[src/include/cbl_pkg.sv]
package cbl_pkg;

  localparam int DATA_W = 8;
  localparam int ADDR_W = 16;
  localparam int REG_CNT = 32;

  // Status flag bit positions.
  localparam int FLAG_C = 0;
  localparam int FLAG_Z = 1;
  localparam int FLAG_N = 2;
  localparam int FLAG_V = 3;
  localparam int FLAG_S = 4;
  localparam int FLAG_H = 5;
  localparam int FLAG_T = 6;
  localparam int FLAG_I = 7;
  localparam logic [7:0] FLAGS_RST = 8'h00;

  // Pointer pairs: low byte register index of each.
  localparam logic [1:0] PTR_X = 2'h0;
  localparam logic [1:0] PTR_Y = 2'h1;
  localparam logic [1:0] PTR_Z = 2'h2;
  localparam logic [4:0] PTR_X_LO = 5'h1a;
  localparam logic [4:0] PTR_Y_LO = 5'h1c;
  localparam logic [4:0] PTR_Z_LO = 5'h1e;

  // Pointer update modes for load_indirect.
  localparam logic [1:0] MODE_PLAIN = 2'h0;
  localparam logic [1:0] MODE_POST_INC = 2'h1;
  localparam logic [1:0] MODE_PRE_DEC = 2'h2;

  // Program counter advances.
  localparam int PC_STEP = 1;
  localparam int SKIP_ONE_WORD = 2;
  localparam int SKIP_TWO_WORD = 3;
  // Extra stall cycles after the accept cycle.
  localparam logic [1:0] STALL_BRANCH = 2'h1;
  localparam logic [1:0] STALL_SKIP_ONE = 2'h1;
  localparam logic [1:0] STALL_SKIP_TWO = 2'h2;

  typedef enum logic [3:0] {
    op_compare_regs,
    op_compare_regs_with_carry,
    op_compare_immediate,
    op_skip_reg_bit,
    op_skip_io_bit,
    op_branch_flag,
    op_register_copy,
    op_register_pair_copy,
    op_load_immediate,
    op_load_indirect,
    op_load_displaced
  } op_t;

  typedef struct packed {
    op_t op;
    logic pol_set;
    logic [4:0] rd;
    logic [4:0] rr;
    logic [7:0] imm;
    logic [2:0] bit_sel;
    logic [2:0] flag_sel;
    logic [6:0] offset;
    logic [1:0] ptr_sel;
    logic [1:0] ptr_mode;
    logic [5:0] disp;
    logic next_two_word;
  } instr_t;

  typedef struct packed {
    logic we0;
    logic [4:0] addr0;
    logic [7:0] data0;
    logic we1;
    logic [4:0] addr1;
    logic [7:0] data1;
  } rf_wr_t;

endpackage

[src/compare_branch_load_exec.sv]
`timescale 1ns/10ps

// Summary of operation
// - Compares subtract without storing, update Z N V C H, finish in one cycle.
// - Register bit skip tests a bit, skips by 2 or 3, flags unchanged.
// - I/O bit skip tests an I/O bit likewise, flags unchanged.
// - Flag branch jumps to PC plus offset plus one when flag matches polarity.
// - Carry branches test carry set or clear with same target and cost.
// - Signed greater-or-equal branch taken when N xor V is zero.
// - Signed less-than branch taken when N xor V is one.
// - Half-carry branches test H set or clear, target PC plus offset plus one.
// - Transfer-bit branches test T set or clear, same target.
// - Overflow branches test V set or clear, same target and cost.
// - Interrupt-state branches test I set or clear, one or two cycles.
// - Post-increment load reads at pointer, then pointer plus one, two cycles.
// - Pre-decrement load decrements pointer first, then reads, two cycles.
// - Displacement load reads X, Y or Z plus offset, pointer kept, two cycles.
module compare_branch_load_exec #(
  parameter int PC_W = 12
) (
  // Clock and reset.
  input wire logic clk_sys,
  input wire logic rst_n,
  // Instruction request; io_rdata holds the I/O register named by the request.
  input wire logic req_valid,
  input wire cbl_pkg::instr_t req,
  input wire logic [7:0] io_rdata,
  output logic req_ready_q,
  output logic done_q,
  // Flag load from neighbouring units.
  input wire logic flags_wr_en,
  input wire logic [7:0] flags_wr_val,
  output logic [7:0] status_flags_reg_q,
  output logic [PC_W-1:0] pc_q,
  // Data memory read, answered combinationally while the strobe is high.
  output logic dmem_rd_q,
  output logic [15:0] dmem_addr_q,
  input wire logic [7:0] dmem_rdata,
  // Register file write observation.
  output cbl_pkg::rf_wr_t rf_wr_q
);

  ////////////////////////////////////////////////////////////////////////////
  typedef enum logic [1:0] {st_idle, st_stall, st_load} state_t;

  state_t state_q, state_d;
  logic [1:0] cnt_q, cnt_d;
  logic [4:0] dst_q, dst_d;
  logic [PC_W-1:0] pc_d;
  logic [7:0] flags_d;
  logic ready_d, done_d, dmem_rd_d;
  logic [15:0] dmem_addr_d;
  cbl_pkg::rf_wr_t wr_d;
  logic [7:0] rf [cbl_pkg::REG_CNT];

  logic accept, cond, hit;
  logic [7:0] a_v, b_v, res;
  logic [8:0] diff;
  logic [15:0] ptr, ptr_new;
  logic [PC_W-1:0] tgt;

  function automatic logic [4:0] ptr_lo(input logic [1:0] sel);
    unique case (sel)
      cbl_pkg::PTR_X: ptr_lo = cbl_pkg::PTR_X_LO;
      cbl_pkg::PTR_Y: ptr_lo = cbl_pkg::PTR_Y_LO;
      default: ptr_lo = cbl_pkg::PTR_Z_LO;
    endcase
  endfunction

  // Flag test; S is rebuilt from N and V so a stale S cannot mislead it.
  function automatic logic flag_of(input logic [7:0] f, input logic [2:0] sel);
    if (sel == 3'(cbl_pkg::FLAG_S)) begin
      flag_of = f[cbl_pkg::FLAG_N] ^ f[cbl_pkg::FLAG_V];
    end else begin
      flag_of = f[sel];
    end
  endfunction

  assign accept = req_valid && req_ready_q;

  ////////////////////////////////////////////////////////////////////////////
  always_comb begin
    state_d = state_q;
    cnt_d = cnt_q;
    dst_d = dst_q;
    pc_d = pc_q;
    flags_d = flags_wr_en ? flags_wr_val : status_flags_reg_q;
    done_d = 1'b0;
    dmem_rd_d = 1'b0;
    dmem_addr_d = dmem_addr_q;
    wr_d = '0;
    a_v = rf[req.rd];
    b_v = (req.op == cbl_pkg::op_compare_immediate) ? req.imm : rf[req.rr];
    diff = {1'b0, a_v} - {1'b0, b_v}
         - {8'h00, (req.op == cbl_pkg::op_compare_regs_with_carry) && status_flags_reg_q[cbl_pkg::FLAG_C]};
    res = diff[7:0];
    ptr = {rf[ptr_lo(req.ptr_sel) + 5'h01], rf[ptr_lo(req.ptr_sel)]};
    ptr_new = ptr;
    hit = ((req.op == cbl_pkg::op_skip_io_bit) ? io_rdata[req.bit_sel] : b_v[req.bit_sel]) == req.pol_set;
    cond = flag_of(status_flags_reg_q, req.flag_sel) == req.pol_set;
    tgt = pc_q + PC_W'(cbl_pkg::PC_STEP) + {{(PC_W-7){req.offset[6]}}, req.offset};
    unique case (state_q)
      st_idle: begin
        if (accept) begin
          pc_d = pc_q + PC_W'(cbl_pkg::PC_STEP);
          done_d = 1'b1;
          unique case (req.op)
            cbl_pkg::op_compare_regs, cbl_pkg::op_compare_regs_with_carry, cbl_pkg::op_compare_immediate: begin
              flags_d[cbl_pkg::FLAG_H] = (~a_v[3] & b_v[3]) | (b_v[3] & res[3]) | (res[3] & ~a_v[3]);
              flags_d[cbl_pkg::FLAG_V] = (a_v[7] & ~b_v[7] & ~res[7]) | (~a_v[7] & b_v[7] & res[7]);
              flags_d[cbl_pkg::FLAG_N] = res[7];
              flags_d[cbl_pkg::FLAG_S] = res[7] ^ flags_d[cbl_pkg::FLAG_V];
              flags_d[cbl_pkg::FLAG_C] = diff[8];
              // The carry form keeps Z clear across a multi-byte compare.
              flags_d[cbl_pkg::FLAG_Z] = (res == 8'h00) && ((req.op != cbl_pkg::op_compare_regs_with_carry)
                                         || status_flags_reg_q[cbl_pkg::FLAG_Z]);
            end
            cbl_pkg::op_skip_reg_bit, cbl_pkg::op_skip_io_bit: begin
              if (hit) begin
                done_d = 1'b0;
                state_d = st_stall;
                pc_d = pc_q + PC_W'(req.next_two_word ? cbl_pkg::SKIP_TWO_WORD : cbl_pkg::SKIP_ONE_WORD);
                cnt_d = req.next_two_word ? cbl_pkg::STALL_SKIP_TWO : cbl_pkg::STALL_SKIP_ONE;
              end
            end
            cbl_pkg::op_branch_flag: begin
              if (cond) begin
                done_d = 1'b0;
                state_d = st_stall;
                pc_d = tgt;
                cnt_d = cbl_pkg::STALL_BRANCH;
              end
            end
            cbl_pkg::op_register_copy: begin
              wr_d.we0 = 1'b1;
              wr_d.addr0 = req.rd;
              wr_d.data0 = rf[req.rr];
            end
            cbl_pkg::op_register_pair_copy: begin
              wr_d.we0 = 1'b1;
              wr_d.addr0 = {req.rd[4:1], 1'b0};
              wr_d.data0 = rf[{req.rr[4:1], 1'b0}];
              wr_d.we1 = 1'b1;
              wr_d.addr1 = {req.rd[4:1], 1'b1};
              wr_d.data1 = rf[{req.rr[4:1], 1'b1}];
            end
            cbl_pkg::op_load_immediate: begin
              wr_d.we0 = 1'b1;
              wr_d.addr0 = req.rd;
              wr_d.data0 = req.imm;
            end
            cbl_pkg::op_load_indirect, cbl_pkg::op_load_displaced: begin
              done_d = 1'b0;
              state_d = st_load;
              dst_d = req.rd;
              dmem_rd_d = 1'b1;
              dmem_addr_d = ptr;
              if (req.op == cbl_pkg::op_load_displaced) begin
                dmem_addr_d = ptr + {10'h000, req.disp};
              end else if (req.ptr_mode == cbl_pkg::MODE_POST_INC) begin
                ptr_new = ptr + 16'h0001;
              end else if (req.ptr_mode == cbl_pkg::MODE_PRE_DEC) begin
                ptr_new = ptr - 16'h0001;
                dmem_addr_d = ptr_new;
              end
              if (ptr_new != ptr) begin
                wr_d.we0 = 1'b1;
                wr_d.addr0 = ptr_lo(req.ptr_sel);
                wr_d.data0 = ptr_new[7:0];
                wr_d.we1 = 1'b1;
                wr_d.addr1 = ptr_lo(req.ptr_sel) + 5'h01;
                wr_d.data1 = ptr_new[15:8];
              end
            end
            default: begin
              done_d = 1'b0;
            end
          endcase
        end
      end
      st_stall: begin
        cnt_d = cnt_q - 2'h1;
        if (cnt_q == 2'h1) begin
          state_d = st_idle;
          done_d = 1'b1;
        end
      end
      st_load: begin
        wr_d.we0 = 1'b1;
        wr_d.addr0 = dst_q;
        wr_d.data0 = dmem_rdata;
        state_d = st_idle;
        done_d = 1'b1;
      end
    endcase
    ready_d = (state_d == st_idle);
  end

  always_ff @(posedge clk_sys or negedge rst_n) begin
    if (!rst_n) begin
      state_q <= st_idle;
      cnt_q <= 2'h0;
      dst_q <= 5'h00;
      pc_q <= '0;
      status_flags_reg_q <= cbl_pkg::FLAGS_RST;
      req_ready_q <= 1'b0;
      done_q <= 1'b0;
      dmem_rd_q <= 1'b0;
      dmem_addr_q <= 16'h0000;
      rf_wr_q <= '0;
    end else begin
      state_q <= state_d;
      cnt_q <= cnt_d;
      dst_q <= dst_d;
      pc_q <= pc_d;
      status_flags_reg_q <= flags_d;
      req_ready_q <= ready_d;
      done_q <= done_d;
      dmem_rd_q <= dmem_rd_d;
      dmem_addr_q <= dmem_addr_d;
      rf_wr_q <= wr_d;
    end
  end

  // Register storage has no reset, as a real file would not; load it before use.
  always_ff @(posedge clk_sys) begin
    if (wr_d.we0) begin
      rf[wr_d.addr0] <= wr_d.data0;
    end
    if (wr_d.we1) begin
      rf[wr_d.addr1] <= wr_d.data1;
    end
  end

  ////////////////////////////////////////////////////////////////////////////
  a_cmp_one_cycle: assert property (@(posedge clk_sys) disable iff (!rst_n)
    accept && (req.op == cbl_pkg::op_compare_immediate) && !flags_wr_en
    |=> done_q && req_ready_q && (status_flags_reg_q[cbl_pkg::FLAG_Z] == ($past(a_v) == $past(req.imm))))
    else $error("compare did not finish in one cycle with correct Z");

  a_copy_keeps_flags: assert property (@(posedge clk_sys) disable iff (!rst_n)
    accept && (req.op == cbl_pkg::op_register_copy) && !flags_wr_en
    |=> done_q && req_ready_q && $stable(status_flags_reg_q))
    else $error("register copy changed flags or stalled");

  a_branch_taken_cost: assert property (@(posedge clk_sys) disable iff (!rst_n)
    accept && (req.op == cbl_pkg::op_branch_flag) && cond
    |=> !req_ready_q && (pc_q == $past(tgt)) ##1 req_ready_q && done_q)
    else $error("taken branch cost or target wrong");

  a_branch_untaken: assert property (@(posedge clk_sys) disable iff (!rst_n)
    accept && (req.op == cbl_pkg::op_branch_flag) && !cond
    |=> req_ready_q && (pc_q == $past(pc_q) + PC_W'(1)))
    else $error("untaken branch not one cycle");

  a_signed_less: assert property (@(posedge clk_sys) disable iff (!rst_n)
    accept && (req.op == cbl_pkg::op_branch_flag) && (req.flag_sel == 3'(cbl_pkg::FLAG_S)) && req.pol_set
    && (status_flags_reg_q[cbl_pkg::FLAG_N] != status_flags_reg_q[cbl_pkg::FLAG_V]) |=> !req_ready_q)
    else $error("signed less-than branch not taken");

  a_skip_two_word: assert property (@(posedge clk_sys) disable iff (!rst_n)
    accept && (req.op == cbl_pkg::op_skip_reg_bit) && hit && req.next_two_word
    |=> !req_ready_q[*2] ##1 req_ready_q && (pc_q == $past(pc_q, 3) + PC_W'(3)))
    else $error("skip over two-word instruction wrong");

  a_post_inc_load: assert property (@(posedge clk_sys) disable iff (!rst_n)
    accept && (req.op == cbl_pkg::op_load_indirect) && (req.ptr_mode == cbl_pkg::MODE_POST_INC)
    |=> dmem_rd_q && (dmem_addr_q == $past(ptr)) && (rf_wr_q.data0 == $past(ptr[7:0]) + 8'h01)
    ##1 rf_wr_q.we0 && req_ready_q && done_q)
    else $error("post-increment load sequence wrong");

  a_pre_dec_load: assert property (@(posedge clk_sys) disable iff (!rst_n)
    accept && (req.op == cbl_pkg::op_load_indirect) && (req.ptr_mode == cbl_pkg::MODE_PRE_DEC)
    |=> dmem_rd_q && (dmem_addr_q == $past(ptr) - 16'h0001))
    else $error("pre-decrement load address wrong");

  a_disp_load: assert property (@(posedge clk_sys) disable iff (!rst_n)
    accept && (req.op == cbl_pkg::op_load_displaced)
    |=> (dmem_addr_q == $past(ptr) + {10'h000, $past(req.disp)}) && !rf_wr_q.we0)
    else $error("displacement load address or pointer wrong");

endmodule

[config.mk]
export PLATFORM = sky130hd
export DESIGN_NAME = compare_branch_load_exec
export DESIGN_NICKNAME = d
export VERILOG_FILES = /design/src/include/cbl_pkg.sv /design/src/compare_branch_load_exec.sv
export SDC_FILE = /design/constraint.sdc
export NUM_CORES = 1
export LEC_CHECK = 0
export ABC_CLOCK_PERIOD_IN_PS = 9720
export BUFFER_PORTS_ARGS = -buffer_cell sky130_fd_sc_hd__buf_2
export CAP_MARGIN = 5
export CORE_UTILIZATION = 48
export CTS_BUF_LIST = sky130_fd_sc_hd__clkbuf_8
export DETAILED_ROUTE_END_ITERATION = 10
export PLACE_DENSITY = 0.65
export SYNTH_ARGS = -nofsm -noshare
export SYNTH_HDL_FRONTEND = slang
export SYNTH_SLANG_ARGS = --single-unit
export TNS_END_PERCENT = 50
[constraint.sdc]
create_clock -name clk_sys -period 9.72 [get_ports clk_sys]
set_input_delay 1.944 -clock clk_sys [delete_from_list [all_inputs] [get_ports clk_sys]]
set_output_delay 1.944 -clock clk_sys [all_outputs]
set_load 0.05 [all_outputs]
* Yosys cells after proc, flatten, opt, wreduce, memory -nomap -nowiden
Memories as Yosys holds them, arrays and structs flattened.
Index checks and enable logic that the tools add are counted.
** Storage, ports and cells
- Register bits after elaboration :: 76
- Bits in writable memories :: 256
- Input bits :: 75
- Output and inout port bits :: 67
- Logic and storage cells :: 149
- Memories kept :: 1
** Operators by class
- Add/subtract/negate cells :: 11
- $lt $le $gt $ge :: 2
- Equal/unequal tests :: 25
- Muxes and demuxes :: 61
- Bitwise logic cells :: 16
- Reduce and logical (&&, ||, !) cells :: 17
** Memories
- rf :: depth 32, width 8, rd ports 6, clocked after memory_dff 0, write ports 2, line compare_branch_load_exec.sv:54 : logic [7:0] rf [cbl_pkg::REG_CNT];
** Operators by type and width (number)
- 16-bit 2-to-1 mux :: 8
- 28-bit 2-to-1 mux :: 2
- 14-bit case mux with 2 select lines :: 2
- 14-bit case mux with 4 select lines :: 1
- 12-bit 2-to-1 mux :: 2
- 6-bit 2-to-1 mux :: 4
- 12-bit case mux with 2 select lines :: 1
- 5-bit 2-to-1 mux :: 4
- 1-bit 2-to-1 mux :: 17
- 16-bit by 1-bit adder with 16-bit output (second input constant) :: 1
- 16-bit by 6-bit adder with 16-bit output :: 1
- 4-bit by 3-bit == test with 1-bit output (second input constant) :: 4
- 2-bit 2-to-1 mux :: 8
- 16-bit inequality test :: 1
- 16-bit by 1-bit subtractor with 16-bit output (second input constant) :: 1
- 14-bit 2-to-1 mux :: 1
- 12-bit by 1-bit adder with 12-bit output (second input constant) :: 1
- 12-bit adder :: 1
- 12-bit by 2-bit adder with 12-bit output :: 1
- 4-bit == test (second input constant) :: 3
- 2-bit case mux with 3 select lines :: 2
- 5-bit by 1-bit adder with 5-bit output (second input constant) :: 2
- 1-bit binary-select mux with 3-bit select :: 3
- 8-bit by 8-bit subtractor with 9-bit output :: 1
- 33 further kinds :: 60

* Longest topological paths before layout
Gate-level depths: netlist of the first run.
An unclocked memory read counts as a cell.
- Depth after elaboration :: 23
- Depth in mapped cells :: 21
- Depth with buffers taken out :: 17

* Worst setup path after synthesis of the first run
Ideal clock, no wire load.
- Kind :: input -> register
- Start point :: input req[37] (netlist name)
- End point :: register status_flags_reg_q[1]
- Setup time :: 0.083 ns
- Data arrival time :: 6.785 ns
- Required time :: 9.637 ns
- Slack :: 2.852 ns
- Stages :: 16
- Path buffers :: 3
- Cell sequence :: buf_1 > clkbuf_1 > buf_1 > mux4_2 > mux4_2 > mux2_2 > fa_1 > fa_1 > nand2b_1 > a21oi_1 > o21bai_1 > a21oi_1 > xnor2_1 > a2111oi_0 > nand3_1 > o21ai_0
** On the way
- Word-level cells in the longest chain between the ends :: 8
** RTL lines
- start, declared :: line compare_branch_load_exec.sv:26 : input wire cbl_pkg::instr_t req,
- memory 32 x 8 bit
- 8-bit by 8-bit subtractor with 9-bit output :: line compare_branch_load_exec.sv:94 : diff = {1'b0, a_v} - {1'b0, b_v}
- 9-bit by 1-bit subtractor with 9-bit output :: line compare_branch_load_exec.sv:95 : - {8'h00, (req.op == cbl_pkg::op_compare_regs_with_carry) && status_flags_reg_q[cbl_pkg::FLAG_C]};
- 8-bit zero test :: line compare_branch_load_exec.sv:115 : flags_d[cbl_pkg::FLAG_Z] = (res == 8'h00) && ((req.op != cbl_pkg::op_compare_regs_with_carry)
- 1-bit logical AND :: line compare_branch_load_exec.sv:115
- 6-bit 2-to-1 mux :: line compare_branch_load_exec.sv:107 : unique case (req.op)
- 6-bit 2-to-1 mux :: line compare_branch_load_exec.sv:104 : if (accept) begin
- 6-bit 2-to-1 mux :: line compare_branch_load_exec.sv:102 : unique case (state_q)
- net flags_d[1] :: line compare_branch_load_exec.sv:50 : logic [7:0] flags_d;
- end signal, assigned :: line compare_branch_load_exec.sv:205 : status_flags_reg_q <= cbl_pkg::FLAGS_RST;
- end signal, assigned :: line compare_branch_load_exec.sv:216 : status_flags_reg_q <= flags_d;
- end, declared :: line compare_branch_load_exec.sv:33 : output logic [7:0] status_flags_reg_q,
The timed path passes the listed nets, and every way through them passes these cells.
A chain may end at the register's enable or synchronous reset.

* Worst setup path after layout of the first run
- Start point :: input req[33] (netlist name)
- End point :: register status_flags_reg_q[4]
** On the way
- Word-level cells in the longest chain between the ends :: 11
- Elaborated cells between the ends (all ways) :: 15
- Those cells by class :: 2 x add/sub; 4 x mux; 8 x bitwise; 1 x memory
** RTL lines
- memory 32 x 8 bit *
- 8-bit 2-to-1 mux * :: line compare_branch_load_exec.sv:93 : b_v = (req.op == cbl_pkg::op_compare_immediate) ? req.imm : rf[req.rr];
- 8-bit by 8-bit subtractor with 9-bit output :: line compare_branch_load_exec.sv:94
- 9-bit by 1-bit subtractor with 9-bit output :: line compare_branch_load_exec.sv:95
- 1-bit NOT :: line compare_branch_load_exec.sv:110 : flags_d[cbl_pkg::FLAG_V] = (a_v[7] & ~b_v[7] & ~res[7]) | (~a_v[7] & b_v[7] & res[7]);
- 1-bit bitwise AND :: line compare_branch_load_exec.sv:110
- 1-bit OR :: line compare_branch_load_exec.sv:110
- 1-bit XOR * :: line compare_branch_load_exec.sv:112 : flags_d[cbl_pkg::FLAG_S] = res[7] ^ flags_d[cbl_pkg::FLAG_V];
- 6-bit 2-to-1 mux * :: line compare_branch_load_exec.sv:107
- 6-bit 2-to-1 mux * :: line compare_branch_load_exec.sv:104
- 6-bit 2-to-1 mux * :: line compare_branch_load_exec.sv:102
- net flags_d[4] :: line compare_branch_load_exec.sv:50
The timed path passes the listed nets; every way through them passes the cells marked *.

==> flow_metrics.py, run 1 <==
metrics = {
    "outcome": {
        "status": "completed",
    },
    "clocking": {
        "cts_tree": "done",
        "ctsHoldBuffers": 0,
        "clk_path_buf_depth": 3,
        "numCtsBuffers": 59,
        "cts.htree.levels": 2,
        "cts_setup_buffers": 0,
        "cts_resized": 0,
        "cts_root_buf": "clkbuf_8",
        "clk_latency_ns": 0.70,
        "clkTransAtPathRegs_ns": 0.06,
        "clock_sinks": 331,
    },
    "place": {
        "portBuffers": 141,
        "dp_hpwl_um": 60300,
        "place_congestion": 1.01,
        "placedCellCount": 2746,
    },
    "logic_synthesis": {
        "ys_seq_area_share_pct": 41.3,
        "mappedNetlistNets": 2260,
        "syn_avg_cell_area_sq_um": 10.8,
        "syn-cell-area_sq_mm": 0.0232,
        "synth-simple-area-share_pct": 11.2,
        "ys_types": 84,
        "syn-instance-count": 2144,
        "synth_top_family_by_area": "multiplexers",
        "synth_area_leader_cell": "edfxtp_1",
        "synthMuxAreaShare_pct": 20.6,
        "ys_top_cells_by_area": "edfxtp_1 33%, mux4_2 15%, dfrtp_1 8.1%",
        "ys_seq_elements": 331,
        "synthFlopType": "edfxtp_1",
        "postSynth.asyncResetShare_pct": 22.7,
        "synth_top_area_share_pct": 33.2,
        "synth_edf_count": 256,
        "synth_compound_area_share_pct": 17.3,
        "synth_xor_area_share_pct": 2.24,
        "yosys_warnings": 0,
        "synthAdderAreaFrac_pct": 2.47,
    },
    "hold_path": {
        "hp-start": "dmem_addr_q[5]",
        "min_path_type": "flop to flop",
    },
    "critical_path": {
        "cp_cell_sequence": "buf_4 -> buf_4 -> mux4_2 -> a22o_1 -> a221oi_2 -> nand3_1 -> mux2_2 -> ha_1 -> inv_1 -> ha_1 -> inv_1 -> a31oi_1 -> o21a_1 -> o41ai_1 -> xnor2_1 -> nor2b_1 -> a211oi_1 -> a21oi_1",
        "end_kind": "flop",
        "path_max_fanout": 36,
        "cp_top_family": "compound AO/OA/AOI/OAI gates",
        "cp_slowest_cell": "buf_4",
        "cp.buffers_inverters": 4,
        "worstSetupStartpoint": "req[33]",
        "arrival_ns": 6.52,
        "cp.required_ns": 10.28,
        "setup.worst_path.start_class": "input port",
        "r2r-start": "state_q[0]",
        "max_stage_delay_ns": 0.58,
        "crit_type": "input port to flop",
    },
    "sta": {
        "fin_crit_sh_pct": 61.4,
        "tightest_slew_ns": 1.28,
        "period_needed_ns": 5.97,
        "fin_tns_setup_ns": 0,
        "hold_violations": 0,
        "slew_headroom_pct": 14.1,
        "slew_viol_final": 0,
        "setup_viol": 0,
        "fmaxAchievable_mhz": 168,
        "rsz0062_at_grt": "false",
        "clock_skew_ns": 0.0250,
    },
    "die": {
        "die_h_um": 222,
        "die_area_sq_mm": 0.0492,
        "die_w_um": 222,
        "num_rows": 80,
        "start_util_pct": 48.6,
        "ios": 142,
        "fp.coreArea_sq_mm": 0.0476,
    },
    "layout": {
        "drive_gt1_share_pct": 21.1,
        "num_antenna_cells": 0,
        "num-fill-cells": 4211,
        "area_growth_pct": 9.33,
        "final_common_cell": "nand2_1",
        "fin_cells": 2858,
        "nets": 2308,
        "final_cell_mix": "282 x nand2_1, 256 x edfxtp_1, 163 x o21ai_0, 157 x mux4_2, 149 x a22o_1",
    },
    "routing": {
        "drc": 0,
        "ant_nets": 0,
        "first_pass_iters": 6,
        "wl_per_cell_um": 28.8,
        "wl_um": 82400,
        "num_vias": 19300,
        "vias_per_cell": 6.75,
        "first_iter_violations": 2588,
    },
    "run": {
        "maxCapViolCount": 0,
    },
    "global_route": {
        "grt_max_degree": 89,
        "antenna_found_initial": 1,
        "track_usage_pct": 33.3,
        "grt_pass1_wl_um": 121000,
        "grt_pass1_vias": 18500,
        "gr-total-overflow": 0,
    },
    "pwr": {
        "p_leak_uw": 0.00960,
        "peakVddDrop_mv": 0.175,
        "power_uw": 5120,
        "power_per_cell_area_mw_per_mm2": 202,
    },
}
-- routing by layer --
| metal | vias to the layer above | part of all wire, % | GRT usage [%] |
|---|---|---|---|
| met5 | - | 0 | 0 |
| met4 | 0 | 4.9 | 15.5 |
| met3 | 250 | 8.9 | 5.47 |
| met2 | 1245 | 47 | 53.9 |
| met1 | 9490 | 39 | 43.9 |
| li1 | 8300 | - | - |
-- cell type report --
type	instances	area, sq um	area share, %
well taps	615	769	3.04
inverters	61	229	0.904
flip-flops and latches	331	9560	37.8
clock inverters	48	323	1.27
multi-input cells	1551	12500	49.3
repair buffers	188	1070	4.23
clock buffers	64	881	3.48
-- report_power, final --
| part | internal, uW | leakage (uW) | switching, uW |
|---|---|---|---|
| Clock | 716 | 0.000667 | 641 |
| Combinational | 674 | 0.00561 | 1220 |
| Sequential | 1740 | 0.00332 | 124 |
| Total | 3130 | 0.00960 | 1990 |
-- Yosys cell counts (9+ instances only) --
master,number
nand2_1,282
edfxtp_1,256
o21ai_0,169
mux4_2,157
a22o_1,149
clkbuf_1,137
nor2_1,119
mux2i_1,94
a21oi_1,91
dfrtp_1,75
inv_1,60
o21ai_1,47
ha_1,37
nand3_1,35
xnor2_1,30
buf_2,29
nor3_1,26
xor2_1,26
a22oi_1,23
mux2_2,23
nand2b_1,20
nor2b_1,20
buf_1,19
a211oi_1,15
and3_1,14
o22ai_1,12
a31oi_1,11
nor4_1,9
o21a_1,9
-- per-stage QoR --
step / cell area, sq um / setup WS [ns] / utilization [%] / hold WS (ns)
6_report: 25300 / 3.75 / 53.2 / 0.482
2_1_floorplan: 23200 / 2.85 / - / 0.480
3_5_place_dp: 24100 / 3.07 / 50.6 / 0.472
5_1_grt: 25300 / 3.39 / 53.2 / 0.514
4_1_cts: 25300 / 3.79 / 53.2 / 0.485
3_3_place_gp: 24100 / 3.08 / 50.6 / 0.459
-- worst paths after layout --
check	endpoint	slack, ns	cells past startpoint
max in group asynchronous	rf_wr_q[17]	7.49	2
setup / recovery	status_flags_reg_q[4]	3.75	18
hold reg to reg	dmem_addr_q[5]	0.48	2
hold / removal	dmem_addr_q[5]	0.48	2
min in group asynchronous	dmem_addr_q[12]	1.19	1
setup reg to reg	rf[17][1]	4.71	11
-- flip-flops by register name, summed over array words and instances, names as in the netlist --
name and cells:
cnt_q 2, dmem_addr_q 16, dmem_rd_q 1, done_q 1
dst_q 5, pc_q 12, req_ready_q 1, rf 256
rf_wr_q 27, state_q 2, status_flags_reg_q 8
-- worst min-delay path, cell delays in order, from the launching register on --
cell and delay, ns:
dfrtp_1 0.34, nand2_1 0.05, o21ai_0 0.06
-- kinds of logic (layout without fill, tap and decap cells) --
group / Yosys count / after routing
compound gates: 595 / 595
simple gates: 578 / 578
flops: 331 / 331
mux: 277 / 277
buf+inv: 262 / 361
xor+xnor: 57 / 57
fa+ha+maj: 44 / 44
Power figures use the tool's default switching activity.
==> run 2, diff against run 1 <==
--- a/config.mk
+++ b/config.mk
@@ -5,7 +5,7 @@
 export SDC_FILE = /design/constraint.sdc
 export NUM_CORES = 1
 export LEC_CHECK = 0
-export ABC_CLOCK_PERIOD_IN_PS = 9720
+export ABC_CLOCK_PERIOD_IN_PS = 6200
 export BUFFER_PORTS_ARGS = -buffer_cell sky130_fd_sc_hd__buf_2
 export CAP_MARGIN = 5
 export CORE_UTILIZATION = 48
==> constraint.sdc (replaced) <==
create_clock -name clk_sys -period 6.2 [get_ports clk_sys]
set_input_delay 1.24 -clock clk_sys [delete_from_list [all_inputs] [get_ports clk_sys]]
set_output_delay 1.24 -clock clk_sys [all_outputs]
set_load 0.05 [all_outputs]
==> run 2 against run 1 <==
Clock-buffer cell count increased by 3. Sequential share of layout area decreased by 0.71 points. Via count is 4.4% higher. First-iteration DRC count grew 19%. Wire length is 10% higher. Power up 61%. Design area increased by 1.9%. Sequential cell count unchanged. Utilization is 1.0 points higher. Highest routed layer is now met5.
==> flow_metrics.py, run 2 (same netlist as run 1, synthesis figures left out) <==
metrics = {
    "outcome": {
        "status": "completed",
    },
    "place": {
        "dp_slack_ns": 0.574,
        "place_congestion": 1.02,
        "dp_hpwl_um": 65700,
        "portBuffers": 141,
    },
    "sta": {
        "hold_violations": 0,
        "tightest_slew_ns": 1.20,
        "period_needed_ns": 5.07,
        "clock_skew_ns": 0.0380,
        "setup_viol": 0,
        "slew_headroom_pct": 19.8,
        "layout_setup_ws_ns": 1.13,
        "fin_crit_sh_pct": 81.7,
        "rsz0062_at_grt": "false",
        "slew_viol_final": 0,
        "fin_tns_setup_ns": 0,
        "fmaxAchievable_mhz": 197,
    },
    "critical_path": {
        "cp.required_ns": 6.75,
        "setup.worst_path.start_class": "input port",
        "crit_type": "input port to flop",
        "end_kind": "flop",
        "path_max_fanout": 36,
        "arrival_ns": 5.62,
    },
    "global_route": {
        "antenna_found_initial": 3,
        "grt_max_degree": 75,
        "track_usage_pct": 36.7,
        "grt_pass1_vias": 18900,
        "gr-total-overflow": 0,
        "grt_pass1_wl_um": 130000,
    },
    "layout": {
        "area_growth_pct": 11.4,
        "fin_util_pct": 54.2,
        "num-fill-cells": 4161,
        "final_cell_mix": "282 x nand2_1, 256 x edfxtp_1, 162 x o21ai_0, 157 x mux4_2, 149 x a22o_1",
        "drive_gt1_share_pct": 22.9,
        "largestRegisters": "rf (256), rf_wr_q (27), dmem_addr_q (16)",
        "num_antenna_cells": 0,
        "final_common_cell": "nand2_1",
        "nets": 2360,
        "largest_register": "rf",
        "largest_reg_flops": 256,
    },
    "clocking": {
        "numCtsBuffers": 59,
        "cts_setup_buffers": 0,
        "cts_tree": "done",
        "clk_path_buf_depth": 3,
        "cts_root_buf": "clkbuf_8",
        "clkTransAtPathRegs_ns": 0.06,
        "clk_latency_ns": 0.69,
        "cts.htree.levels": 2,
        "clock_sinks": 331,
        "cts_resized": 0,
        "ctsHoldBuffers": 0,
    },
    "routing": {
        "drc": 0,
        "wl_per_cell_um": 31.2,
        "vias_per_cell": 6.93,
        "num_vias": 20100,
        "first_iter_violations": 3067,
        "first_pass_iters": 6,
        "ant_nets": 0,
        "wl_um": 90700,
    },
    "hold_path": {
        "min_path_type": "input port to asynchronous set/reset pin",
    },
    "pwr": {
        "p_leak_uw": 0.00991,
        "peakVddDrop_mv": 0.170,
        "power_per_cell_area_mw_per_mm2": 319,
    },
    "run": {
        "maxCapViolCount": 0,
    },
    "die": {
        "die_w_um": 222,
        "num_rows": 80,
        "fp.coreArea_sq_mm": 0.0476,
        "start_util_pct": 48.6,
        "die_h_um": 222,
        "ios": 142,
        "die_area_sq_mm": 0.0492,
    },
}
run 2: critical path, stage by stage:
cell	delay, ns
buf_4	0.51
buf_4	0.41
mux4_2	0.39
a22o_1	0.23
a221oi_1	0.45
nand3_1	0.19
mux2i_1	0.25
fa_1	0.29
ha_1	0.25
nand2_1	0.09
a31oi_1	0.09
o21a_1	0.20
o41ai_1	0.33
xnor2_1	0.26
nor2b_1	0.11
a211oi_1	0.22
a21oi_1	0.06
run 2: through the flow:
| stage | hold slack [ns] | cell area (sq um) | power (uW) | std cells |
|---|---|---|---|---|
| after floorplan | 0.480 | 23200 | 5120 | 2144 |
| after global placement | 0.459 | 24500 | 5900 | 2794 |
| after detailed placement | 0.466 | 24500 | 5970 | 2795 |
| after CTS | 0.462 | 25800 | 8200 | 2903 |
| after global routing | 0.494 | 25800 | 8580 | 2906 |
| final | 0.477 | 25800 | 8230 | 2906 |
run 2: where the power goes:
group	leakage [uW]	internal (uW)	switching [uW]	total, uW
registers	0.00332	2730	193	2930
clock network	0.000721	1240	993	2230
logic	0.00587	1090	1980	3070
total	0.00991	5060	3170	8230
run 2: routing by layer:
| layer | GRT usage, % | wire length, um |
|---|---|---|
| met5 | 0 | 23 |
| met1 | 48.4 | 34300 |
| met2 | 55.7 | 40500 |
| met4 | 18.1 | 5120 |
| met3 | 10.2 | 10800 |
run 2: final timing paths:
kind,cells past startpoint,to,startpoint,slack [ns]
min in group clk_sys,2,dmem_addr_q[5],dmem_addr_q[5],0.48
max,17,status_flags_reg_q[4],req[34],1.13
min,1,dmem_addr_q[8],rst_n,0.48
max in group asynchronous,2,rf_wr_q[14],rst_n,4.64
max reg2reg,13,rf[17][0],state_q[0],1.69
min reg2reg,2,dmem_addr_q[5],dmem_addr_q[5],0.48
run 2: layout make-up:
cell class	instances	area (sq um)	area share, %
repair buffers	240	1500	5.80
multi-input cells	1551	12500	48.4
clock buffers	67	922	3.57
flip-flops and latches	331	9560	37.0
clock inverters	41	340	1.32
well taps	615	769	2.98
inverters	61	229	0.887
==> run 3, diff against run 2 <==
--- a/config.mk
+++ b/config.mk
@@ -5,7 +5,7 @@
 export SDC_FILE = /design/constraint.sdc
 export NUM_CORES = 1
 export LEC_CHECK = 0
-export ABC_CLOCK_PERIOD_IN_PS = 6200
+export ABC_CLOCK_PERIOD_IN_PS = 5290
 export BUFFER_PORTS_ARGS = -buffer_cell sky130_fd_sc_hd__buf_2
 export CAP_MARGIN = 5
 export CORE_UTILIZATION = 48
==> constraint.sdc (replaced) <==
create_clock -name clk_sys -period 5.29 [get_ports clk_sys]
set_input_delay 1.058 -clock clk_sys [delete_from_list [all_inputs] [get_ports clk_sys]]
set_output_delay 1.058 -clock clk_sys [all_outputs]
set_load 0.05 [all_outputs]
==> run 3 against run 2 <==
Critical path type unchanged. Non-clock buffer count rose by 64. Global-route usage shrank 1.8 points. Worst hold slack lost 0.13 ns. Die area unchanged. Largest cell class unchanged.
==> flow_metrics.py, run 3 (same netlist as run 1, synthesis figures left out) <==
metrics = {
    "clocking": {
        "clkTransAtPathRegs_ns": 0.06,
        "cts_setup_buffers": 0,
        "cts_resized": 0,
        "cts.htree.levels": 2,
        "clk_latency_ns": 0.70,
        "numCtsBuffers": 61,
        "cts_tree": "done",
        "ctsHoldBuffers": 0,
        "clock_sinks": 331,
        "cts_root_buf": "clkbuf_8",
        "clk_path_buf_depth": 3,
    },
    "layout": {
        "drive_gt1_share_pct": 25.2,
        "area_growth_pct": 13.5,
        "fin_util_pct": 55.2,
        "num_antenna_cells": 0,
        "largestRegisters": "rf (256), rf_wr_q (27), dmem_addr_q (16)",
        "final_common_cell": "nand2_1",
        "largest_register": "rf",
        "nets": 2426,
        "final_cell_mix": "282 x nand2_1, 256 x edfxtp_1, 169 x o21ai_0, 162 x buf_4, 157 x mux4_2",
        "largest_reg_flops": 256,
    },
    "global_route": {
        "gr-total-overflow": 0,
        "grt_pass1_wl_um": 125000,
        "grt_pass1_vias": 19100,
        "track_usage_pct": 34.9,
        "grt_max_degree": 90,
        "antenna_found_initial": 1,
    },
    "run": {
        "maxCapViolCount": 0,
    },
    "sta": {
        "slew_headroom_pct": 26.1,
        "period_needed_ns": 4.50,
        "setup_viol": 0,
        "fin_crit_sh_pct": 85.1,
        "fin_tns_setup_ns": 0,
        "hold_violations": 0,
        "clock_skew_ns": 0.0834,
        "tightest_slew_ns": 1.11,
        "slew_viol_final": 0,
        "rsz0062_at_grt": "false",
        "fmaxAchievable_mhz": 222,
    },
    "pwr": {
        "peakVddDrop_mv": 0.223,
        "power_per_cell_area_mw_per_mm2": 364,
        "p_leak_uw": 0.0102,
    },
    "critical_path": {
        "cp.buffers_inverters": 2,
        "setup.worst_path.start_class": "input port",
        "cp_top_family": "compound AO/OA/AOI/OAI gates",
        "cp.required_ns": 5.84,
        "crit_type": "input port to flop",
        "worstSetupStartpoint": "req[9]",
        "cp_slowest_cell": "a22o_1",
        "r2r-start": "rf[11][0]",
        "end_kind": "flop",
        "max_stage_delay_ns": 0.81,
        "arrival_ns": 5.05,
        "cp_cell_sequence": "buf_2 -> mux2i_1 -> o21a_1 -> clkinv_1 -> nor2_1 -> nand3_1 -> nor3_1 -> o21ai_0 -> xnor2_1 -> o211ai_1 -> a22o_1 -> nor2_1 -> a21oi_1",
        "cp_common_cell": "nor2_1",
        "path_max_fanout": 18,
    },
    "die": {
        "ios": 142,
        "die_area_sq_mm": 0.0492,
        "start_util_pct": 48.6,
        "die_w_um": 222,
        "num_rows": 80,
        "die_h_um": 222,
        "fp.coreArea_sq_mm": 0.0476,
    },
    "place": {
        "portBuffers": 141,
        "place_congestion": 1.02,
        "dp_hpwl_um": 64600,
    },
    "routing": {
        "first_pass_iters": 8,
        "vias_per_cell": 6.68,
        "drc": 0,
        "wl_um": 85900,
        "wl_per_cell_um": 28.8,
        "ant_nets": 0,
        "first_iter_violations": 2810,
        "num_vias": 19900,
    },
    "hold_path": {
        "min_path_type": "input port to asynchronous set/reset pin",
    },
    "outcome": {
        "status": "completed",
    },
}
[run 3: cell count changes in the layout (fill, tap and decap cells not counted), sizes merged]
cell      delta
buf         +64
clkinv      +15
inv          -6
bufinv       -3
clkbuf       -1
clkinvlp     +2
[run 3: worst paths after layout]
path	end	slack [ns]	cells after the start
max in group asynchronous	pc_q[9]	3.91	2
hold reg to reg	dmem_addr_q[15]	0.48	2
min in group clk_sys	dmem_addr_q[15]	0.48	2
hold / removal	dmem_addr_q[13]	0.35	1
setup reg to reg	status_flags_reg_q[1]	1.09	13
setup / recovery	rf[3][7]	0.79	13
[run 3: stage by stage]
step / total power (uW) / hold slack, ns / instance area, sq um / instances / setup WS (ns)
6_report: 9570 / 0.351 / 26300 / 2977 / 0.787
5_1_grt: 10000 / 0.383 / 26300 / 2977 / 0.532
4_1_cts: 9560 / 0.334 / 26300 / 2977 / 0.893
3_5_place_dp: 7050 / 0.470 / 25100 / 2862 / 0.148
3_3_place_gp: 6960 / 0.460 / 25100 / 2862 / 0.184
2_1_floorplan: 6000 / 0.480 / 23200 / 2144 / 0.0100
[run 3: area by class of cell]
cell class	count	area, sq um
repair buffers	304	2020
well taps	615	769
fillers	4132	21300
clock inverters	49	317
clock buffers	66	908
inverters	61	229
multi-input cells	1551	12500
flip-flops and latches	331	9560
[run 3: where the power goes]
| group | internal [uW] | leakage, uW | switching (uW) |
|---|---|---|---|
| Combinational | 1330 | 0.00620 | 2310 |
| Clock | 1310 | 0.000682 | 1190 |
| Sequential | 3200 | 0.00332 | 232 |
[run 3: metal layers]
| layer | routed length [um] | global-route usage (%) | up-vias |
|---|---|---|---|
| met5 | 0 | 0 | - |
| met4 | 5030 | 18.5 | 0 |
| met3 | 9040 | 7.47 | 294 |
| met2 | 38900 | 54.3 | 1292 |
| met1 | 32900 | 45.9 | 9733 |
| li1 | - | - | 8555 |
